<file path="config.mk">
export PLATFORM = sky130hd
export DESIGN_NAME = far_end_block_error_counter
export DESIGN_NICKNAME = d
export VERILOG_FILES = /design/src/far_end_block_error_counter.v /design/src/pulse_sync.v /design/src/sync_level.v
export VERILOG_INCLUDE_DIRS = /design/src
export SDC_FILE = /design/constraint.sdc
export NUM_CORES = 1
export LEC_CHECK = 0
export BUFFER_PORTS_ARGS = -buffer_cell sky130_fd_sc_hd__buf_2
export CAP_MARGIN = 30
export CORE_UTILIZATION = 40
export DETAILED_ROUTE_END_ITERATION = 6
export GPL_TIMING_DRIVEN = 0
export PLACE_DENSITY = 0.58
export SYNTH_ARGS = -nofsm -noshare
export SYNTH_HDL_FRONTEND = slang
export SYNTH_SLANG_ARGS = --single-unit
</file>
<file path="constraint.sdc">
create_clock -name clk_in -period 3 [get_ports clk_in]
set_input_delay 0.45 -clock clk_in [delete_from_list [all_inputs] [get_ports clk_in]]
set_output_delay 0.45 -clock clk_in [all_outputs]
set_load 0.01 [all_outputs]
</file>
<file path="src/febe_counter_map.vh">
// Constants for the far-end block error counter: register offsets, field layout, reset values.
// Assumes a byte-wide register port with 12-bit word addresses and one clock domain.
// Functional notes
// (RL1) Keep a 16-bit error count shown as a high-byte and a low-byte register.
// (RL2) High-byte register returns count bits 15 to 8.
// (RL3) Low-byte register returns count bits 7 to 0.
// (RL4) A software read clears the count; only errors since the last read remain.
// (RL5) Add exactly one for each received E-bit equal to zero; the code adds nothing once the count has reached 16'hFFFF and holds it there.
// (RL6) Do not count while frame alignment or CRC-4 sync is lost.
// (RL7) Keep counting when only CAS multiframe sync is lost.
// (RL8) Software reads the high byte before the low byte for a correct value.
// (RL9) Clearing needs a high-byte read followed by a low-byte read; the code clears the count at the high-byte read alone.
// (RL10) High-byte read snapshots the low byte; the next low-byte read returns it.
`ifndef FEBE_COUNTER_MAP_VH
`define FEBE_COUNTER_MAP_VH

`define ADDR_W             12
`define DATA_W             8
`define CNT_W              16
`define OFS_COUNT_HIGH     12'h907
`define OFS_COUNT_LOW      12'h908
`define OFS_IRQ_STATUS     12'h9f0
`define OFS_IRQ_MASK       12'h9f1
`define OFS_SYNC_STATUS    12'h9f2
`define RST_COUNT          16'h0000
`define RST_BYTE           8'h00
`define RST_MASK           8'h00
`define IRQ_ERR_BIT        0
`define IRQ_WRAP_BIT       1
`define IRQ_SYNC_BIT       2
`define IRQ_USED           3
`define SYNC_FAS_BIT       0
`define SYNC_CRC_BIT       1
`define SYNC_CAS_BIT       2

`endif

</file>
<file path="src/far_end_block_error_counter.v">
// Far-end block error counter of one E1 receive channel, with clear-on-read byte registers.
// Assumes framer status and E-bit error pulses arrive from another timing source,
// and a register master that issues single-cycle read and write strobes.
//
// Implementation choice: strobed register access.
`timescale 1ns/10ps
`include "febe_counter_map.vh"
module far_end_block_error_counter (
    input  wire               clk_in,
    input  wire               rst_in,
    input  wire               ebit_zero_in,
    input  wire               fas_sync_lost_in,
    input  wire               crc4_sync_lost_in,
    input  wire               cas_sync_lost_in,
    input  wire [`ADDR_W-1:0] addr_in,
    input  wire [`DATA_W-1:0] wdata_in,
    input  wire               wr_in,
    input  wire               rd_in,
    output reg  [`DATA_W-1:0] rdata_out,
    output reg                irq_out
);
    wire       ebit_evt;
    wire [2:0] sync_lost;
    reg  [2:0] sync_lost_d_ff;

    reg  [`CNT_W-1:0]    count_ff;
    reg  [`CNT_W-1:0]    nxt_count;
    reg  [`DATA_W-1:0]   low_hold_ff;
    reg                  hold_valid_ff;
    reg  [`IRQ_USED-1:0] irq_stat_ff;
    reg  [`IRQ_USED-1:0] nxt_irq_stat;
    reg  [`IRQ_USED-1:0] irq_mask_ff;
    reg  [`DATA_W-1:0]   nxt_rdata;

    wire count_enable;
    wire rd_high;
    wire rd_low;
    wire rd_stat;
    wire wr_mask;
    wire bump;
    wire wrap;
    wire sync_change;

    function hit;
        input [`ADDR_W-1:0] a;
        input [`ADDR_W-1:0] ofs;
        begin
            hit = (a == ofs);
        end
    endfunction

    pulse_sync u_ebit (
        .clk_in   (clk_in),
        .rst_in   (rst_in),
        .pulse_in (ebit_zero_in),
        .edge_out (ebit_evt)
    );

    sync_level #(.W(3)) u_status (
        .clk_in    (clk_in),
        .rst_in    (rst_in),
        .level_in  ({cas_sync_lost_in, crc4_sync_lost_in, fas_sync_lost_in}),
        .level_out (sync_lost)
    );

    // CAS multiframe loss is left out on purpose
    assign count_enable = ~sync_lost[`SYNC_FAS_BIT] & ~sync_lost[`SYNC_CRC_BIT]; // see (RL6) see (RL7)
    assign bump         = ebit_evt & count_enable; // see (RL5)
    assign rd_high      = rd_in & hit(addr_in, `OFS_COUNT_HIGH);
    assign rd_low       = rd_in & hit(addr_in, `OFS_COUNT_LOW);
    assign rd_stat      = rd_in & hit(addr_in, `OFS_IRQ_STATUS);
    assign wr_mask      = wr_in & hit(addr_in, `OFS_IRQ_MASK);
    assign wrap         = bump & (count_ff == {`CNT_W{1'b1}});
    assign sync_change  = |(sync_lost ^ sync_lost_d_ff);

    // Counter: a read of the high byte takes the sample and clears it; an event in the
    // same cycle is kept by restarting from one instead of zero.
    always @* begin
        nxt_count = count_ff;
        if (rd_high) begin
            nxt_count = {{(`CNT_W-1){1'b0}}, bump}; // see (RL4) see (RL9)
        end else if (bump && !wrap) begin
            nxt_count = count_ff + 16'h0001; // see (RL5)
        end
    end

    // Saturates rather than wraps so a missed read never looks like few errors
    always @(posedge clk_in or posedge rst_in) begin
        if (rst_in) begin
            count_ff       <= `RST_COUNT;
            low_hold_ff    <= `RST_BYTE;
            hold_valid_ff  <= 1'b0;
            sync_lost_d_ff <= 3'h0;
        end else begin
            count_ff       <= nxt_count; // see (RL1)
            sync_lost_d_ff <= sync_lost;
            if (rd_high) begin
                low_hold_ff   <= count_ff[7:0]; // see (RL10) see (RL8)
                hold_valid_ff <= 1'b1;
            end else if (rd_low) begin
                low_hold_ff   <= `RST_BYTE; // see (RL9)
                hold_valid_ff <= 1'b0;
            end
        end
    end

    // Sticky status: set wins over the clearing read
    always @* begin
        nxt_irq_stat = irq_stat_ff;
        if (rd_stat) begin
            nxt_irq_stat = {`IRQ_USED{1'b0}};
        end
        if (bump) begin
            nxt_irq_stat[`IRQ_ERR_BIT] = 1'b1;
        end
        if (wrap) begin
            nxt_irq_stat[`IRQ_WRAP_BIT] = 1'b1;
        end
        if (sync_change) begin
            nxt_irq_stat[`IRQ_SYNC_BIT] = 1'b1;
        end
    end

    // Low byte without a prior high read shows the live count and leaves it standing
    always @* begin
        nxt_rdata = `RST_BYTE;
        if (rd_high) begin
            nxt_rdata = count_ff[15:8]; // see (RL2)
        end else if (rd_low) begin
            nxt_rdata = hold_valid_ff ? low_hold_ff : count_ff[7:0]; // see (RL3) see (RL10)
        end else if (rd_stat) begin
            nxt_rdata = {{(`DATA_W-`IRQ_USED){1'b0}}, irq_stat_ff};
        end else if (rd_in && hit(addr_in, `OFS_IRQ_MASK)) begin
            nxt_rdata = {{(`DATA_W-`IRQ_USED){1'b0}}, irq_mask_ff};
        end else if (rd_in && hit(addr_in, `OFS_SYNC_STATUS)) begin
            nxt_rdata = {{(`DATA_W-3){1'b0}}, sync_lost};
        end
    end

    always @(posedge clk_in or posedge rst_in) begin
        if (rst_in) begin
            irq_stat_ff <= {`IRQ_USED{1'b0}};
            irq_mask_ff <= {`IRQ_USED{1'b0}};
            rdata_out   <= `RST_BYTE;
            irq_out     <= 1'b0;
        end else begin
            irq_stat_ff <= nxt_irq_stat;
            if (wr_mask) begin
                irq_mask_ff <= wdata_in[`IRQ_USED-1:0];
            end
            rdata_out <= nxt_rdata;
            irq_out   <= |(nxt_irq_stat & irq_mask_ff);
        end
    end

    // Direct low-byte read without a high read also clears the live count
    // is not supported: the count is cleared only at the high read, so an
    // isolated low read is harmless to the accumulated value.
endmodule

</file>
<file path="src/pulse_sync.v">
// Synchronises an asynchronous active-high pulse level and emits one-cycle rising-edge pulses.
// Assumes each input pulse stays high for at least two clk_in cycles and low for two between pulses.
`timescale 1ns/10ps
module pulse_sync (
    input  wire clk_in,
    input  wire rst_in,
    input  wire pulse_in,
    output reg  edge_out
);
    wire sync_level;
    reg  last_ff;

    sync_level #(.W(1)) u_sync (
        .clk_in    (clk_in),
        .rst_in    (rst_in),
        .level_in  (pulse_in),
        .level_out (sync_level)
    );

    always @(posedge clk_in or posedge rst_in) begin
        if (rst_in) begin
            last_ff  <= 1'b0;
            edge_out <= 1'b0;
        end else begin
            last_ff  <= sync_level;
            edge_out <= sync_level & ~last_ff;
        end
    end
endmodule

</file>
<file path="src/sync_level.v">
// Two-flop synchroniser for a bundle of level signals.
// Assumes the inputs are quasi-static levels from another timing source.
`timescale 1ns/10ps
module sync_level #(
    parameter W = 1
) (
    input  wire         clk_in,
    input  wire         rst_in,
    input  wire [W-1:0] level_in,
    output wire [W-1:0] level_out
);
    reg [W-1:0] meta_ff;
    reg [W-1:0] sync_ff;

    // First stage feeds only the second stage
    always @(posedge clk_in or posedge rst_in) begin
        if (rst_in) begin
            meta_ff <= {W{1'b0}};
            sync_ff <= {W{1'b0}};
        end else begin
            meta_ff <= level_in;
            sync_ff <= meta_ff;
        end
    end

    assign level_out = sync_ff;
endmodule
</file>
==> results by group <==
Critical path
  • Crit-path max cell delay: 0.60 ns
  • Critical path launch point type: flop
  • CP max FO: 8
  • Setup CP Type: flop to flop
  • Crit path required time: 3.24 ns
  • CP max stage cell: nor3b_1
  • Top Family by Delay on Critical Path: simple AND/OR/NAND/NOR gates
  • CP Data Arrival Time: 2.52 ns
  • Critical path startpoint: u_status.level_out[0]
  • CP Buf/Inv Count: 0
  • Reg2Reg Depth: 4
  • CP endpoint kind: flop
  • Critical path, cell by cell: nor3b_1 -> nand4_1 -> or4_1 -> a21oi_1
  • CP Depth: 4
  • Reg2reg start: u_status.level_out[0]

Timing
  • Max Slew Vio Count: 0
  • RSZ-0062 raised after global routing: no
  • Hold Vio Cnt, Final: 0
  • Max_slew headroom: 38.7%
  • Worst-Margin Slew: 0.911 ns
  • Final worst slack: 0.720 ns
  • Tcrit/Tclk final: 76.0%
  • Setup violators final: 0
  • Setup Skew: 0.00523 ns
  • Max Freq: 0.439 GHz
  • Setup tns final: 0 ns
  • Minimum clock period: 2.28 ns

Clock network
  • CTS Root Cell: clkbuf_8
  • H-tree depth: 2
  • CTS Hold Buffers Added: 0
  • CTS tree: done
  • Postcts setup bufs: 0
  • Worst-path clk slew: 0.10 ns
  • Post_cts resized: 0
  • Sink Count: 53
  • Clk Latency, worst-skew pair: 0.31 ns
  • CTS buffer count: 5
  • Longest Clk Path Bufs: 2

Power
  • Internal power consumption: 1.10 mW
  • Max VDD drop: 271 uV
  • Power per cell area: 590 nW/um^2
  • Clk pwr share: 25.4%
  • Combinational power share: 20.6%
  • Sequential share of power: 54.0%
  • Leak: 1.24 nW
  • Switch Pwr: 561 uW
  • Net Sw Frac: 33.9%

Logic synthesis
  • Mapped Cells: 224
  • Netlist cell types: 45
  • Flop and latch count out of synthesis: 53
  • Syn_nets: 253
  • Part of the Yosys area used for sequential elements: 54.1%
  • Mapped cell area: 2450 um^2
  • Mean Syn Cell Area: 10.9 um^2
  • Warnings from Yosys: 0

Placed design
  • Hpwl dp: 3.75 mm
  • Pre-CTS WS: 0.574 ns
  • Final Wtd Congestion: 0.762
  • PortBufs: 30

Die
  • DIE AREA: 6440 um^2
  • I/O pin count: 37
  • DIE WIDTH: 80.3 um
  • Die Ht: 80.3 um
  • Initial core utilization: 41.4%
  • Standard-cell rows: 28
  • Placeable core area: 5920 um^2

Cells and area
  • Most frequent cells in the layout: dfrtp_1 (53), buf_2 (33), nand2_1 (25)
  • Share of cells above drive strength 1: 18.6%
  • Area grow syn2layout: 14.6%
  • Fill cells: 560
  • # diodes: 0
  • Final net count: 291
  • Most common cell after layout, fill and taps aside: dfrtp_1

Global routing
  • Vias in the first global route: 1691
  • GRT overflow: 0
  • Largest net degree at the start of global routing: 34
  • Initial antenna violation count: 0
  • Gr usage total: 17.5%
  • First-pass GRT wire length: 8.58 mm

Routing
  • DR vias: 1928
  • DRC: 0
  • Final WL: 5.29 mm
  • Number of detailed-route iterations in the first pass: 4
  • Antenna-violating nets left: 0
  • Iteration-0 DRC Markers: 126
  • DR WL/cell: 15.7 um
  • Vias per cell: 5.70

Status
  • Status: complete, no violations

Worst hold path
  • Hold Path Class: primary input to async pin

Run
  • Number of max-cap violations: 0
-- state kept, by name, indices dropped and copies added, names as in the netlist, 3 cells and up --
| name | cells |
|---|---|
| count_ff | 16 |
| irq_mask_ff | 3 |
| irq_stat_ff | 3 |
| low_hold_ff | 8 |
| rdata_out | 8 |
| sync_lost_d_ff | 3 |
| u_status.level_out | 3 |
| u_status.meta_ff | 3 |
-- logic make-up (layout without fill, tap and decap cells) --
family | Yosys count | in the layout | synth area share [%]
and+or+nand+nor | 80 | 80 | 19.2
AOI/OAI and AO/OA | 58 | 58 | 16.7
DFF | 53 | 53 | 54.1
buffers and inverters | 16 | 55 | 2.91
muxes | 13 | 13 | 5.46
xor gates and xnor gates | 3 | 3 | 1.07
adders and majority gates | 1 | 1 | 0.510
-- metal layers --
metal	part of all wire (%)	track usage (%)	up-vias	wire length [um]
met5	0	0	-	0
met4	1.1	4.82	0	58
met3	5.6	3.41	5	299
met2	45	26.8	65	2380
met1	48	25.3	921	2560
li1	-	-	937	-
-- area by class of cell --
cell class                 instances  area, um^2  area share (%)
buffer                             9        45.0            1.60
clock buffer                       5        68.8            2.45
clock inverter                     3        25.0           0.891
inverter                           7        26.3           0.935
multi-input combinational        155        1050            37.5
sequential                        53        1330            47.2
tap                               75        93.8            3.34
timing repair buffer              31         170            6.06
-- path summary, 6_finish.rpt --
| check | end | slack, ns |
|---|---|---|
| worst max-delay path | count_ff[9] | 0.72 |
| worst min-delay path | irq_out | 0.14 |
| worst max register to register | count_ff[9] | 0.72 |
| worst min register to register | u_status.level_out[2] | 0.36 |
| max in group asynchronous | rdata_out[5] | 2.34 |
| min in group clk_in | u_ebit.u_sync.meta_ff | 0.24 |
-- cells in the mapped netlist --
| library cell | n | area [um^2] |
|---|---|---|
| o21ai_0 | 9 | 45.0 |
| or4_2 | 1 | 8.76 |
| nor2_1 | 2 | 7.51 |
| o31ai_1 | 8 | 60.1 |
| a22o_1 | 11 | 96.3 |
| buf_6 | 1 | 11.3 |
| nor4bb_1 | 2 | 20.0 |
| buf_1 | 2 | 7.51 |
| mux2_2 | 3 | 33.8 |
| and4_1 | 5 | 43.8 |
| nand3_1 | 5 | 25.0 |
| nand3b_1 | 1 | 7.51 |
| or4_1 | 6 | 45.0 |
| and2_1 | 3 | 18.8 |
| o311ai_0 | 2 | 17.5 |
| buf_2 | 3 | 15.0 |
| a21o_1 | 2 | 15.0 |
| nor4_1 | 3 | 18.8 |
| or3_1 | 3 | 18.8 |
| o22ai_1 | 7 | 43.8 |
| clkbuf_1 | 3 | 11.3 |
| a21oi_1 | 8 | 40.0 |
| mux2i_1 | 10 | 100 |
| nor4b_1 | 1 | 8.76 |
| nand2_1 | 25 | 93.8 |
| a211oi_1 | 1 | 7.51 |
| nor3_1 | 3 | 15.0 |
| ha_1 | 1 | 12.5 |
| and4b_1 | 2 | 20.0 |
| dfrtp_1 | 53 | 1330 |
| or3b_1 | 1 | 8.76 |
| xnor2_1 | 3 | 26.3 |
| a311o_1 | 1 | 10.0 |
| a221o_1 | 1 | 10.0 |
| nor2b_1 | 4 | 25.0 |
| nand2b_1 | 1 | 6.26 |
| a2bb2oi_1 | 3 | 26.3 |
| nor3b_1 | 1 | 7.51 |
| a31oi_1 | 2 | 12.5 |
| nand4_1 | 8 | 50.1 |
| o41ai_1 | 2 | 17.5 |
| or4b_2 | 1 | 10.0 |
| inv_1 | 7 | 26.3 |
| and3_1 | 2 | 12.5 |
| o211ai_1 | 1 | 7.51 |
-- metrics by stage --
step	hold WS (ns)	util, %	instance area, um^2	instances	power, mW
2_1_floorplan	0.331	-	2450	224	1.13
3_3_place_gp	0.333	45.5	2700	329	1.23
3_5_place_dp	0.337	45.9	2720	330	1.24
4_1_cts	0.144	47.4	2810	338	1.67
5_1_grt	0.163	47.4	2810	338	1.75
6_report	0.136	47.4	2810	338	1.66
-- power by group through the flow --
stage               logic [mW]  registers (mW)  clock network [mW]
floorplan                0.268           0.863                   0
global placement         0.331           0.901                   0
detailed placement       0.340           0.904                   0
CTS                      0.342           0.889               0.436
global route             0.387           0.903               0.460
finish                   0.342           0.894               0.421
(Power assumes the default switching activity.)
